File: src/hdl/mscr_pkg.sv
package mscr_pkg;
	// ==========================================================
	// bus geometry: register index is byte address divided by four
	localparam int ADDR_W = 11;
	localparam int IDX_W = 9;
	localparam int LEN_W = 13;
	// ==========================================================
	// register indices
	localparam logic [8:0] IDX_LOAD_CMD = 9'h12e;
	localparam logic [8:0] IDX_TX_STATUS = 9'h132;
	localparam logic [8:0] IDX_RX_STATUS = 9'h133;
	localparam logic [8:0] IDX_CFG0 = 9'h135;
	localparam logic [8:0] IDX_CFG1 = 9'h136;
	localparam logic [8:0] IDX_TUNE_A = 9'h180;
	localparam logic [8:0] IDX_TUNE_B = 9'h182;
	localparam logic [8:0] IDX_TUNE_T = 9'h184;
	// ==========================================================
	// field positions
	localparam int TX_EXCESS_COLLISION_FLAG = 5;
	localparam int TX_LATE_COLLISION_FLAG = 4;
	localparam int TX_CRS = 3;
	localparam int TX_JBR = 2;
	localparam int TX_EMPTY = 1;
	localparam int TX_FULL = 0;
	localparam int RX_WAKE = 7;
	localparam int RX_BUFF = 6;
	localparam int RX_LINK = 5;
	localparam int RX_RUNT = 4;
	localparam int RX_LONG = 3;
	localparam int RX_CRC = 2;
	localparam int RX_ALIGN = 1;
	localparam int RX_OK = 0;
	localparam int C0_LAMP_DRV = 7;
	localparam int C0_TUNE_EN = 6;
	localparam int C0_LINKDOWN_POWER_SAVE_N = 3;
	localparam int C0_MEDIUM = 2;
	localparam int C0_SCHEME = 0;
	localparam int C1_BCAST = 6;
	localparam int C1_MCAST = 5;
	localparam int C1_UCAST = 4;
	localparam int C1_JOIN1 = 1;
	localparam int C1_JOIN0 = 0;
	localparam int LOAD_GO = 0;
	localparam int DA_GROUP = 40;
	// ==========================================================
	// reset values, write masks, frame limits
	localparam logic [7:0] STATUS_RST = 8'h00;
	localparam logic [7:0] CFG0_RST = 8'h00;
	localparam logic [7:0] CFG1_RST = 8'h00;
	localparam logic [15:0] TUNE_RST = 16'h0000;
	localparam logic [7:0] CFG0_WMASK = 8'hcf;
	localparam logic [7:0] CFG1_WMASK = 8'h73;
	localparam logic [12:0] RUNT_MIN_BYTES = 13'h0040;
	localparam logic [12:0] LONG_MAX_BYTES = 13'h1000;
	localparam logic [47:0] BCAST_DA = 48'hffff_ffff_ffff;
	typedef enum logic [1:0] {LD_IDLE, LD_REQ, LD_APPLY} mscr_load_state_t;
endpackage

File: src/hdl/mscr_load_if.sv
`timescale 1ns/100ps
interface mscr_load_if;
	logic start;
	logic busy;
	logic apply;
	logic [1:0] lamp_scheme;
	logic [15:0] tune_a;
	logic [15:0] tune_b;
	logic [15:0] tune_t;
	modport regs (output start, input busy, apply, lamp_scheme, tune_a, tune_b, tune_t);
	modport loader (input start, output busy, apply, lamp_scheme, tune_a, tune_b, tune_t);
endinterface

File: src/hdl/mscr_eeprom_load_cmd.sv
`timescale 1ns/100ps
module mscr_eeprom_load_cmd import mscr_pkg::*; (
	input logic pclk,
	input logic presetn,
	mscr_load_if.loader lif,
	output logic ee_req,
	input logic ee_ack,
	input logic [1:0] ee_lamp_scheme,
	input logic [15:0] ee_tuning_a,
	input logic [15:0] ee_tuning_b,
	input logic [15:0] ee_timing
);
	mscr_load_state_t state;

	// ==========================================================
	// sequencer: request, wait for the loader, apply once
	always_ff @(posedge pclk or negedge presetn) begin
		if (!presetn) begin
			state <= LD_IDLE;
		end else begin
			case (state)
				LD_IDLE: if (lif.start) state <= LD_REQ;
				LD_REQ: if (ee_ack) state <= LD_APPLY;
				LD_APPLY: state <= LD_IDLE;
				default: state <= LD_IDLE;
			endcase
		end
	end

	// captured with the acknowledge so the loader may drop its data after it
	always_ff @(posedge pclk or negedge presetn) begin
		if (!presetn) begin
			lif.lamp_scheme <= 2'h0;
			lif.tune_a <= TUNE_RST;
			lif.tune_b <= TUNE_RST;
			lif.tune_t <= TUNE_RST;
		end else if (state == LD_REQ && ee_ack) begin
			lif.lamp_scheme <= ee_lamp_scheme;
			lif.tune_a <= ee_tuning_a;
			lif.tune_b <= ee_tuning_b;
			lif.tune_t <= ee_timing;
		end
	end

	assign ee_req = (state == LD_REQ);
	assign lif.apply = (state == LD_APPLY);
	assign lif.busy = (state != LD_IDLE);
endmodule

File: src/hdl/mscr_regs.sv
// Overview of operation
// - tx status bit 5 flags excessive-collision abort, bit 4 late collision, read-only.
// - tx status bit 3 flags carrier loss, bit 2 jabber timeout.
// - tx status bit 1 shows buffer empty, bit 0 buffer full.
// - tx status returns to default after a read or interrupt endpoint access.
// - rx status bit 7 flags a detected wake-up event.
// - rx status bit 6 flags full rx buffer, bit 5 link change.
// - rx status bit 4 flags a frame shorter than 64 bytes.
// - rx status bit 3 flags a frame longer than 4 kilobytes.
// - rx status bit 2 flags bad frame check, bit 1 alignment error.
// - rx status bit 0 flags a frame received without error.
// - rx status returns to default after a read or interrupt endpoint access.
// - config0 bit 7 low forces lamps high during suspend; resets low.
// - config0 bit 6 gates writes to the three tuning words.
// - every auto-load reloads the tuning words from the eeprom.
// - config0 bit 3 low with link down powers down part of front end.
// - config0 bit 2 one forces MII; zero auto-detects on internal link.
// - reading config0 bit 2 shows whether the MAC sits on external MII.
// - config0 bits 1-0 pick lamp scheme, default from eeprom auto-load.
// - config1 bit 6 wakes on good broadcast frame when remote wakeup enabled.
// - config1 bit 5 wakes on good hashed multicast frame when enabled.
// - config1 bit 4 wakes on good frame addressed to station address.
// - config1 bits 0/1 join pattern masks 1+2 / 3+4, disabling those frames.
// - the load command copies eeprom into registers and clears itself when done.
`timescale 1ns/100ps
module mscr_regs import mscr_pkg::*; #(
	parameter int LAMP_N = 4
) (
	input logic pclk,
	input logic presetn,
	input logic psel,
	input logic penable,
	input logic pwrite,
	input logic [ADDR_W-1:0] paddr,
	input logic [31:0] pwdata,
	input logic [3:0] pstrb,
	output logic [31:0] prdata,
	output logic pready,
	output logic pslverr,
	input logic tx_excess_collision,
	input logic tx_late_collision,
	input logic tx_carrier_lost,
	input logic tx_jabber_timeout,
	input logic tx_buf_empty,
	input logic tx_buf_full,
	input logic rx_buf_full,
	input logic rx_frame_done,
	input logic [LEN_W-1:0] rx_frame_len,
	input logic rx_crc_error,
	input logic rx_align_error,
	input logic [47:0] dest_id,
	input logic [47:0] station_address,
	input logic mcast_hash_hit,
	input logic wake_pattern_hit,
	input logic link_up,
	input logic interrupt_endpoint,
	input logic remote_wakeup_en,
	input logic usb_suspend,
	input logic [LAMP_N-1:0] lamp_in,
	output logic [LAMP_N-1:0] lamp_out,
	output logic afe_powerdown,
	output logic internal_phy_off,
	output logic mac_on_mii,
	output logic [1:0] lamp_scheme,
	output logic [15:0] phy_tuning_word_a,
	output logic [15:0] phy_tuning_word_b,
	output logic [15:0] timing_tuning_word,
	output logic [1:0] pattern_join,
	output logic [3:0] pattern_enable,
	output logic wake_signal,
	output logic ee_req,
	input logic ee_ack,
	input logic [1:0] ee_lamp_scheme,
	input logic [15:0] ee_tuning_a,
	input logic [15:0] ee_tuning_b,
	input logic [15:0] ee_timing
);
	logic [7:0] tx_event_status;
	logic [7:0] rx_event_status;
	logic [7:0] config_zero;
	logic [7:0] config_one;
	logic [7:0] tx_set;
	logic [7:0] rx_set;
	logic [7:0] tx_clr;
	logic [7:0] rx_clr;
	logic [7:0] next_tx_status;
	logic [7:0] next_rx_status;
	logic link_prev;
	logic link_armed;
	logic rx_good;
	logic wake_hit;
	logic setup_ph;
	logic acc_rd;
	logic acc_wr;
	logic [IDX_W-1:0] acc_idx;
	logic tune_wr;

	mscr_load_if lif();

	mscr_eeprom_load_cmd u_load (
		.pclk(pclk),
		.presetn(presetn),
		.lif(lif),
		.ee_req(ee_req),
		.ee_ack(ee_ack),
		.ee_lamp_scheme(ee_lamp_scheme),
		.ee_tuning_a(ee_tuning_a),
		.ee_tuning_b(ee_tuning_b),
		.ee_timing(ee_timing)
	);

	// ==========================================================
	// bus decode
	function automatic logic [IDX_W-1:0] idx_of(input logic [ADDR_W-1:0] a);
		return a[ADDR_W-1:2];
	endfunction

	function automatic logic is_mapped(input logic [ADDR_W-1:0] a);
		logic [IDX_W-1:0] i;
		i = idx_of(a);
		return (a[1:0] == 2'h0) && (i == IDX_LOAD_CMD || i == IDX_TX_STATUS ||
			i == IDX_RX_STATUS || i == IDX_CFG0 || i == IDX_CFG1 ||
			i == IDX_TUNE_A || i == IDX_TUNE_B || i == IDX_TUNE_T);
	endfunction

	assign setup_ph = psel && !penable;
	assign acc_idx = idx_of(paddr);
	assign acc_rd = psel && penable && !pwrite && is_mapped(paddr);
	assign acc_wr = psel && penable && pwrite && is_mapped(paddr);
	// zero wait states: read data is fetched in the setup cycle
	assign pready = 1'b1;
	assign pslverr = psel && penable && !is_mapped(paddr);

	always_ff @(posedge pclk or negedge presetn) begin
		if (!presetn) begin
			prdata <= 32'h0000_0000;
		end else if (setup_ph) begin
			prdata <= 32'h0000_0000;
			if (is_mapped(paddr) && !pwrite) begin
				case (idx_of(paddr))
					IDX_LOAD_CMD: prdata[LOAD_GO] <= lif.busy;
					IDX_TX_STATUS: prdata[7:0] <= tx_event_status;
					IDX_RX_STATUS: prdata[7:0] <= rx_event_status;
					IDX_CFG0: prdata[7:0] <= {config_zero[7:3], mac_on_mii,
						config_zero[1:0]};
					IDX_CFG1: prdata[7:0] <= config_one;
					IDX_TUNE_A: prdata[15:0] <= phy_tuning_word_a;
					IDX_TUNE_B: prdata[15:0] <= phy_tuning_word_b;
					IDX_TUNE_T: prdata[15:0] <= timing_tuning_word;
					default: prdata <= 32'h0000_0000;
				endcase
			end
		end
	end

	// ==========================================================
	// event capture
	assign rx_good = rx_frame_done && !rx_crc_error && !rx_align_error &&
		rx_frame_len >= RUNT_MIN_BYTES && rx_frame_len <= LONG_MAX_BYTES;
	assign wake_hit = remote_wakeup_en && (wake_pattern_hit || (rx_good && (
		(config_one[C1_BCAST] && dest_id == BCAST_DA) ||
		(config_one[C1_MCAST] && dest_id[DA_GROUP] && mcast_hash_hit) ||
		(config_one[C1_UCAST] && dest_id == station_address))));

	always_comb begin
		tx_set = STATUS_RST;
		tx_set[TX_EXCESS_COLLISION_FLAG] = tx_excess_collision;
		tx_set[TX_LATE_COLLISION_FLAG] = tx_late_collision;
		tx_set[TX_CRS] = tx_carrier_lost;
		tx_set[TX_JBR] = tx_jabber_timeout;
		tx_set[TX_EMPTY] = tx_buf_empty;
		tx_set[TX_FULL] = tx_buf_full;
		rx_set = STATUS_RST;
		rx_set[RX_WAKE] = wake_hit;
		rx_set[RX_BUFF] = rx_buf_full;
		rx_set[RX_LINK] = link_armed && link_up != link_prev;
		rx_set[RX_RUNT] = rx_frame_done && rx_frame_len < RUNT_MIN_BYTES;
		rx_set[RX_LONG] = rx_frame_done && rx_frame_len > LONG_MAX_BYTES;
		rx_set[RX_CRC] = rx_frame_done && rx_crc_error;
		rx_set[RX_ALIGN] = rx_frame_done && rx_align_error;
		rx_set[RX_OK] = rx_good;
	end

	// a read clears only what it returned, so a flag raised between setup
	// and access survives for the next read; new events beat the clear
	always_comb begin
		tx_clr = 8'h00;
		rx_clr = 8'h00;
		if (interrupt_endpoint) begin
			tx_clr = 8'hff;
			rx_clr = 8'hff;
		end else if (acc_rd && acc_idx == IDX_TX_STATUS) begin
			tx_clr = prdata[7:0];
		end else if (acc_rd && acc_idx == IDX_RX_STATUS) begin
			rx_clr = prdata[7:0];
		end
		next_tx_status = (tx_event_status & ~tx_clr) | tx_set;
		next_rx_status = (rx_event_status & ~rx_clr) | rx_set;
	end

	always_ff @(posedge pclk or negedge presetn) begin
		if (!presetn) begin
			tx_event_status <= STATUS_RST;
			rx_event_status <= STATUS_RST;
		end else begin
			tx_event_status <= next_tx_status;
			rx_event_status <= next_rx_status;
		end
	end

	always_ff @(posedge pclk or negedge presetn) begin
		if (!presetn) begin
			link_prev <= 1'b0;
			link_armed <= 1'b0;
			wake_signal <= 1'b0;
		end else begin
			// the first edge after reset only learns the link level, so a link
			// that was already up is not reported as a change
			link_prev <= link_up;
			link_armed <= 1'b1;
			wake_signal <= wake_hit;
		end
	end

	// ==========================================================
	// configuration and tuning registers
	assign lif.start = acc_wr && acc_idx == IDX_LOAD_CMD && pstrb[0] &&
		pwdata[LOAD_GO] && !lif.busy;
	assign tune_wr = acc_wr && config_zero[C0_TUNE_EN];

	always_ff @(posedge pclk or negedge presetn) begin
		if (!presetn) begin
			config_zero <= CFG0_RST;
			config_one <= CFG1_RST;
		end else begin
			if (acc_wr && pstrb[0] && acc_idx == IDX_CFG0) begin
				config_zero <= pwdata[7:0] & CFG0_WMASK;
			end
			if (acc_wr && pstrb[0] && acc_idx == IDX_CFG1) begin
				config_one <= pwdata[7:0] & CFG1_WMASK;
			end
			if (lif.apply) begin
				config_zero[C0_SCHEME+:2] <= lif.lamp_scheme;
			end
		end
	end

	// tuning words: byte lanes 0 and 1; the reload wins over a bus write
	always_ff @(posedge pclk or negedge presetn) begin
		if (!presetn) begin
			phy_tuning_word_a <= TUNE_RST;
			phy_tuning_word_b <= TUNE_RST;
			timing_tuning_word <= TUNE_RST;
		end else if (lif.apply) begin
			phy_tuning_word_a <= lif.tune_a;
			phy_tuning_word_b <= lif.tune_b;
			timing_tuning_word <= lif.tune_t;
		end else if (tune_wr) begin
			for (int b = 0; b < 2; b++) begin
				if (pstrb[b] && acc_idx == IDX_TUNE_A) phy_tuning_word_a[8*b+:8] <= pwdata[8*b+:8];
				if (pstrb[b] && acc_idx == IDX_TUNE_B) phy_tuning_word_b[8*b+:8] <= pwdata[8*b+:8];
				if (pstrb[b] && acc_idx == IDX_TUNE_T) timing_tuning_word[8*b+:8] <= pwdata[8*b+:8];
			end
		end
	end

	// ==========================================================
	// outputs steered by configuration
	always_ff @(posedge pclk or negedge presetn) begin
		if (!presetn) begin
			lamp_out <= '1;
			afe_powerdown <= 1'b0;
			mac_on_mii <= 1'b0;
			pattern_enable <= 4'hf;
		end else begin
			// high turns a lamp off; scheme logic outside supplies lamp_in
			lamp_out <= (usb_suspend && !config_zero[C0_LAMP_DRV]) ? '1 : lamp_in;
			afe_powerdown <= !config_zero[C0_LINKDOWN_POWER_SAVE_N] && !link_up;
			mac_on_mii <= config_zero[C0_MEDIUM] || !link_up;
			pattern_enable <= {{2{!config_one[C1_JOIN1]}}, {2{!config_one[C1_JOIN0]}}};
		end
	end

	assign internal_phy_off = config_zero[C0_MEDIUM];
	assign lamp_scheme = config_zero[C0_SCHEME+:2];
	assign pattern_join = {config_one[C1_JOIN1], config_one[C1_JOIN0]};
endmodule

File: config.mk
export PLATFORM = sky130hd
export DESIGN_NAME = mscr_regs
export DESIGN_NICKNAME = d
export VERILOG_FILES = /design/src/hdl/mscr_pkg.sv /design/src/hdl/mscr_load_if.sv /design/src/hdl/mscr_eeprom_load_cmd.sv /design/src/hdl/mscr_regs.sv
export SDC_FILE = /design/constraint.sdc
export NUM_CORES = 1
export LEC_CHECK = 0
export BUFFER_PORTS_ARGS = -buffer_cell sky130_fd_sc_hd__buf_2
export CAP_MARGIN = 20
export CELL_PAD_IN_SITES_DETAIL_PLACEMENT = 1
export CELL_PAD_IN_SITES_GLOBAL_PLACEMENT = 2
export CORE_MARGIN = 1
export CORE_UTILIZATION = 29
export DETAILED_ROUTE_END_ITERATION = 6
export PLACE_DENSITY_LB_ADDON = 0.05
export SYNTH_ARGS = -nofsm -noshare
export SYNTH_HDL_FRONTEND = slang
export SYNTH_HIERARCHICAL = 1
export SYNTH_SLANG_ARGS = --single-unit
File: constraint.sdc
create_clock -name pclk -period 1.6 [get_ports pclk]
set_input_delay 0.16 -clock pclk [delete_from_list [all_inputs] [get_ports pclk]]
set_output_delay 0.16 -clock pclk [all_outputs]
set_load 0.005 [all_outputs]
==> impl_summary.txt <==
----------------------------------------------------
[Critical path]
  Worst endpoint required time ... 1440 ps
  Critical path capture point type ... output pin
  Kind of critical path ... input pin to output pin
  Ordered cell list for the critical path ... buf_6 -> or3b_4 -> nor2_2 -> a32oi_1 -> nor2_1 -> nor2_1 -> o311a_1 -> buf_2
  Most frequent cell on the critical path ... sky130_fd_sc_hd__nor2_1
  Largest stage delay on the critical path ... 400 ps
  Standard cell with the maximum stage delay on the critical path ... sky130_fd_sc_hd__or3b_4
  CP arrival ... 1440 ps
  Crit Path Max Fanout ... 2
  Crit start category ... input pin

[Logic synthesis]
  Number of standard cells after synthesis ... 701
  Cell area after technology mapping ... 7780 sq um
  Main flop type after synthesis ... sky130_fd_sc_hd__dfrtp_1
  Cell variety after synth ... 54
  Sequential fraction of the synthesis area ... 49.6%
  Number of enable-type register cells in the synthesized netlist ... 0
  Flops & latches, synth ... 154
  Share of synthesized flip-flops with an asynchronous set or reset ... 100%
  Number of warnings printed during yosys synthesis ... 6
  Avg Inst Size Synth ... 11.1 sq um

[Timing]
  Final worst hold slack ... 22.8 ps
  Final period demand of the worst path ... 1600 ps
  Setup repair after global routing missed its margin ... yes
  Slew Limit Headroom ... 65.3%
  Timing-limited maximum frequency ... 0.624 GHz
  Total negative slack ... -2.60 ps
  Actual transition at the worst max-transition pin ... 515 ps
  Worst setup margin ... -2.60 ps
  Fin. Hold Viols ... 0
  Worst clock skew on the final layout ... 8.55 ps
  Post-route clock period utilization ... 100%
  Number of pins exceeding their max-slew limit in the final report ... 0
  Setup violation total in the final timing report ... 1

[Clocking]
  TritonCTS clock tree ... built
  Reg clk slew, reported paths ... 70 ps
  CTS Buffer Depth ... 2
  Clock latency on the worst-skew pair ... 420 ps
  Number of H-tree levels ... 4
  Number of clock sinks ... 154
  Number of buffers added by the clock tree synthesis step ... 17
  Root buf cell ... sky130_fd_sc_hd__clkbuf_16

[GRT]
  First-pass GRT wire length ... 44500 um
  Residual overflow from global routing ... 0
  Vias in the first global route ... 7576
  Largest net degree at the start of global routing ... 46
  Total global-route track usage ... 21.2%
  Number of antenna violations at the first check in global routing ... 1

[Outcome]
  Run status ... finished with violations
  Failing checks ... DRC, setup timing

[Cells and area]
  Fraction of the core area covered by cells at the end of the flow ... 45.1%
  Net count, final ... 1381
  Fillcell total ... 3034
  Commonest cells after routing, fill and taps aside ... sky130_fd_sc_hd__buf_2, sky130_fd_sc_hd__dfrtp_1, sky130_fd_sc_hd__nand2_1, sky130_fd_sc_hd__buf_4, sky130_fd_sc_hd__mux2i_1
  Fraction of layout cells with a size suffix above 1 ... 46.0%
  Area growth from synthesis to layout ... 51.9%
  Most common cell after layout, fill and taps aside ... sky130_fd_sc_hd__buf_2

[Floorplan]
  I/O pin cnt ... 331
  Placeable core area ... 26200 sq um
  Chip Height ... 166 um
  Core Rows ... 59
  Die ar. ... 27500 sq um
  Width of the die ... 166 um
  Initial core utilization ... 29.7%

[Placed design]
  Placed wire-length estimate ... 22100 um
  Buffers on Ports ... 295
  Pre-CTS setup slack ... -400 ps
  Final weighted congestion in routability-driven placement ... 0.798

[Pwr]
  Switching Power ... 0.00241 W
  VDD IR-drop max ... 0.477 mV
  Sequential group share of total power ... 43.7%
  Combinational share of power ... 12.1%
  Internal power ... 0.00676 W
  Static Leak ... 5.67 nW
  Pwr dens ... 775 nW/um^2
  Net Sw Frac ... 26.3%
  Portion of total power attributed to the clock network ... 44.1%
  PnR Total Power ... 0.00917 W

[Run]
  Maximum capacitance violations ... 0

[Drt]
  Iteration-0 DRC count of the detailed router ... 298
  WL final ... 28600 um
  Post-detailed-route DRC marker count ... 26
  Number of iterations in the first detailed-routing pass ... 7
  Antenna Nets Post-Route ... 0
  Post-DR wirelength/cell ... 19.1 um
  Via/cell ratio ... 4.69
  Vias after detailed routing ... 7029

[Hold path]
  Min-Delay Path Class ... input pin to flop

----------------------------------------------------
==> through the flow <==
stage,cell area (sq um),cells
2_1_floorplan,7940,717
3_3_place_gp,10400,1395
3_5_place_dp,10400,1395
4_1_cts,11800,1496
5_1_grt,11800,1498
6_report,11800,1498
==> routing by layer <==
layer,track usage (%),share of wire (%)
met5,0,0
met4,3.94,0.81
met3,3.65,4.2
met2,35.4,48
met1,29.2,47
==> final cells by class <==
type                            count  area, sq um  area share (%)
Sequential cell                   154         3860            32.7
Multi-Input combinational cell    506         3810            32.2
Timing Repair Buffer              465         3130            26.5
Inverter                            5         18.8           0.159
Clock buffer                       17          425            3.60
Clock inverter                     15          155            1.31
Tap cell                          335          419            3.54
Antenna cell                        1         2.50          0.0212
==> flip-flops by register name (all words and copies together) (netlist names) <==
signal                  cells
pattern_enable              2
lamp_out                    4
u_load/state                2
phy_tuning_word_b          16
config_zero                 6
mac_on_mii                  1
config_one                  5
rx_event_status             8
prdata                     16
u_load/lif.tune_b          16
link_armed                  1
u_load/lif.tune_a          16
tx_event_status             8
wake_signal                 1
u_load/lif.lamp_scheme      2
afe_powerdown               1
u_load/lif.tune_t          16
link_prev                   1
phy_tuning_word_a          16
timing_tuning_word         16
==> worst paths after layout <==
check | startpoint | end | slack (ps) | cells past startpoint
min in group asynchronous | presetn | tx_event_status[3] | 250 | 2
max in group asynchronous | presetn | timing_tuning_word[3] | 760 | 3
hold reg to reg | config_one[1] | pattern_enable[2] | 460 | 1
setup / recovery | paddr[7] | pslverr | -3 | 8
setup reg to reg | config_one[4] | rx_event_status[7] | 20 | 5
hold / removal | rx_frame_done | rx_event_status[2] | 20 | 2
==> cells in the mapped netlist (all sizes together), types with 2 or more instances <==
master	n	area, sq um
o221ai	3	26.3
nor2	20	90.1
nor4	16	100
conb	2	7.51
and3	4	25.0
a22o	16	140
inv	5	18.8
nand2b	10	62.6
o21ai	61	305
dfrtp	148	3700
nand3	6	42.5
nor4b	2	30.0
a21oi	8	40.0
or4	2	15.0
nand4	15	93.8
nand4b	2	17.5
mux2	59	664
buf	33	244
a221o	2	20.0
a211oi	2	15.0
o22ai	2	12.5
dfstp	6	158
nor3	5	47.5
a31o	10	87.6
nand2	95	357
nor2b	6	37.5
a32o	4	40.0
xnor2	4	35.0
a222oi	4	40.0
or3b	2	17.5
xor2	45	394
clkbuf	19	71.3
mux2i	70	701
==> timing repair <==
action,4_1_cts,5_1_grt
cloned,0,0
pin swaps,8,7
endpoints found under the setup margin,5,15
gates resized for setup,14,9
setup buffers,3,2
hold buffers,67,0
hold endpoints to repair,101,0
==> cell families after synthesis <==
kind of cell | synth area share (%)
buffers and inverters | 4.29
and+or+nand+nor | 13.0
DFF | 49.6
AOI/OAI and AO/OA | 9.90
other | 0.0965
xor gates and xnor gates | 5.51
muxes | 17.5
==> power groups by stage <==
stage / Combinational [W] / Sequential (W) / Clock (W)
after floorplan: 0.000319 / 0.00407 / 0
after detailed placement: 0.000970 / 0.00408 / 0
final: 0.00111 / 0.00401 / 0.00405
after CTS: 0.00112 / 0.00401 / 0.00417
after global placement: 0.000965 / 0.00408 / 0
after global routing: 0.00122 / 0.00402 / 0.00432
==> critical path: cells and delay by family <==
family                 cells  cell delay [ps]
AOI/OAI and AO/OA          2              340
buffers and inverters      2              220
and+or+nand+nor            4              720
Power figures use the tool's default switching activity.
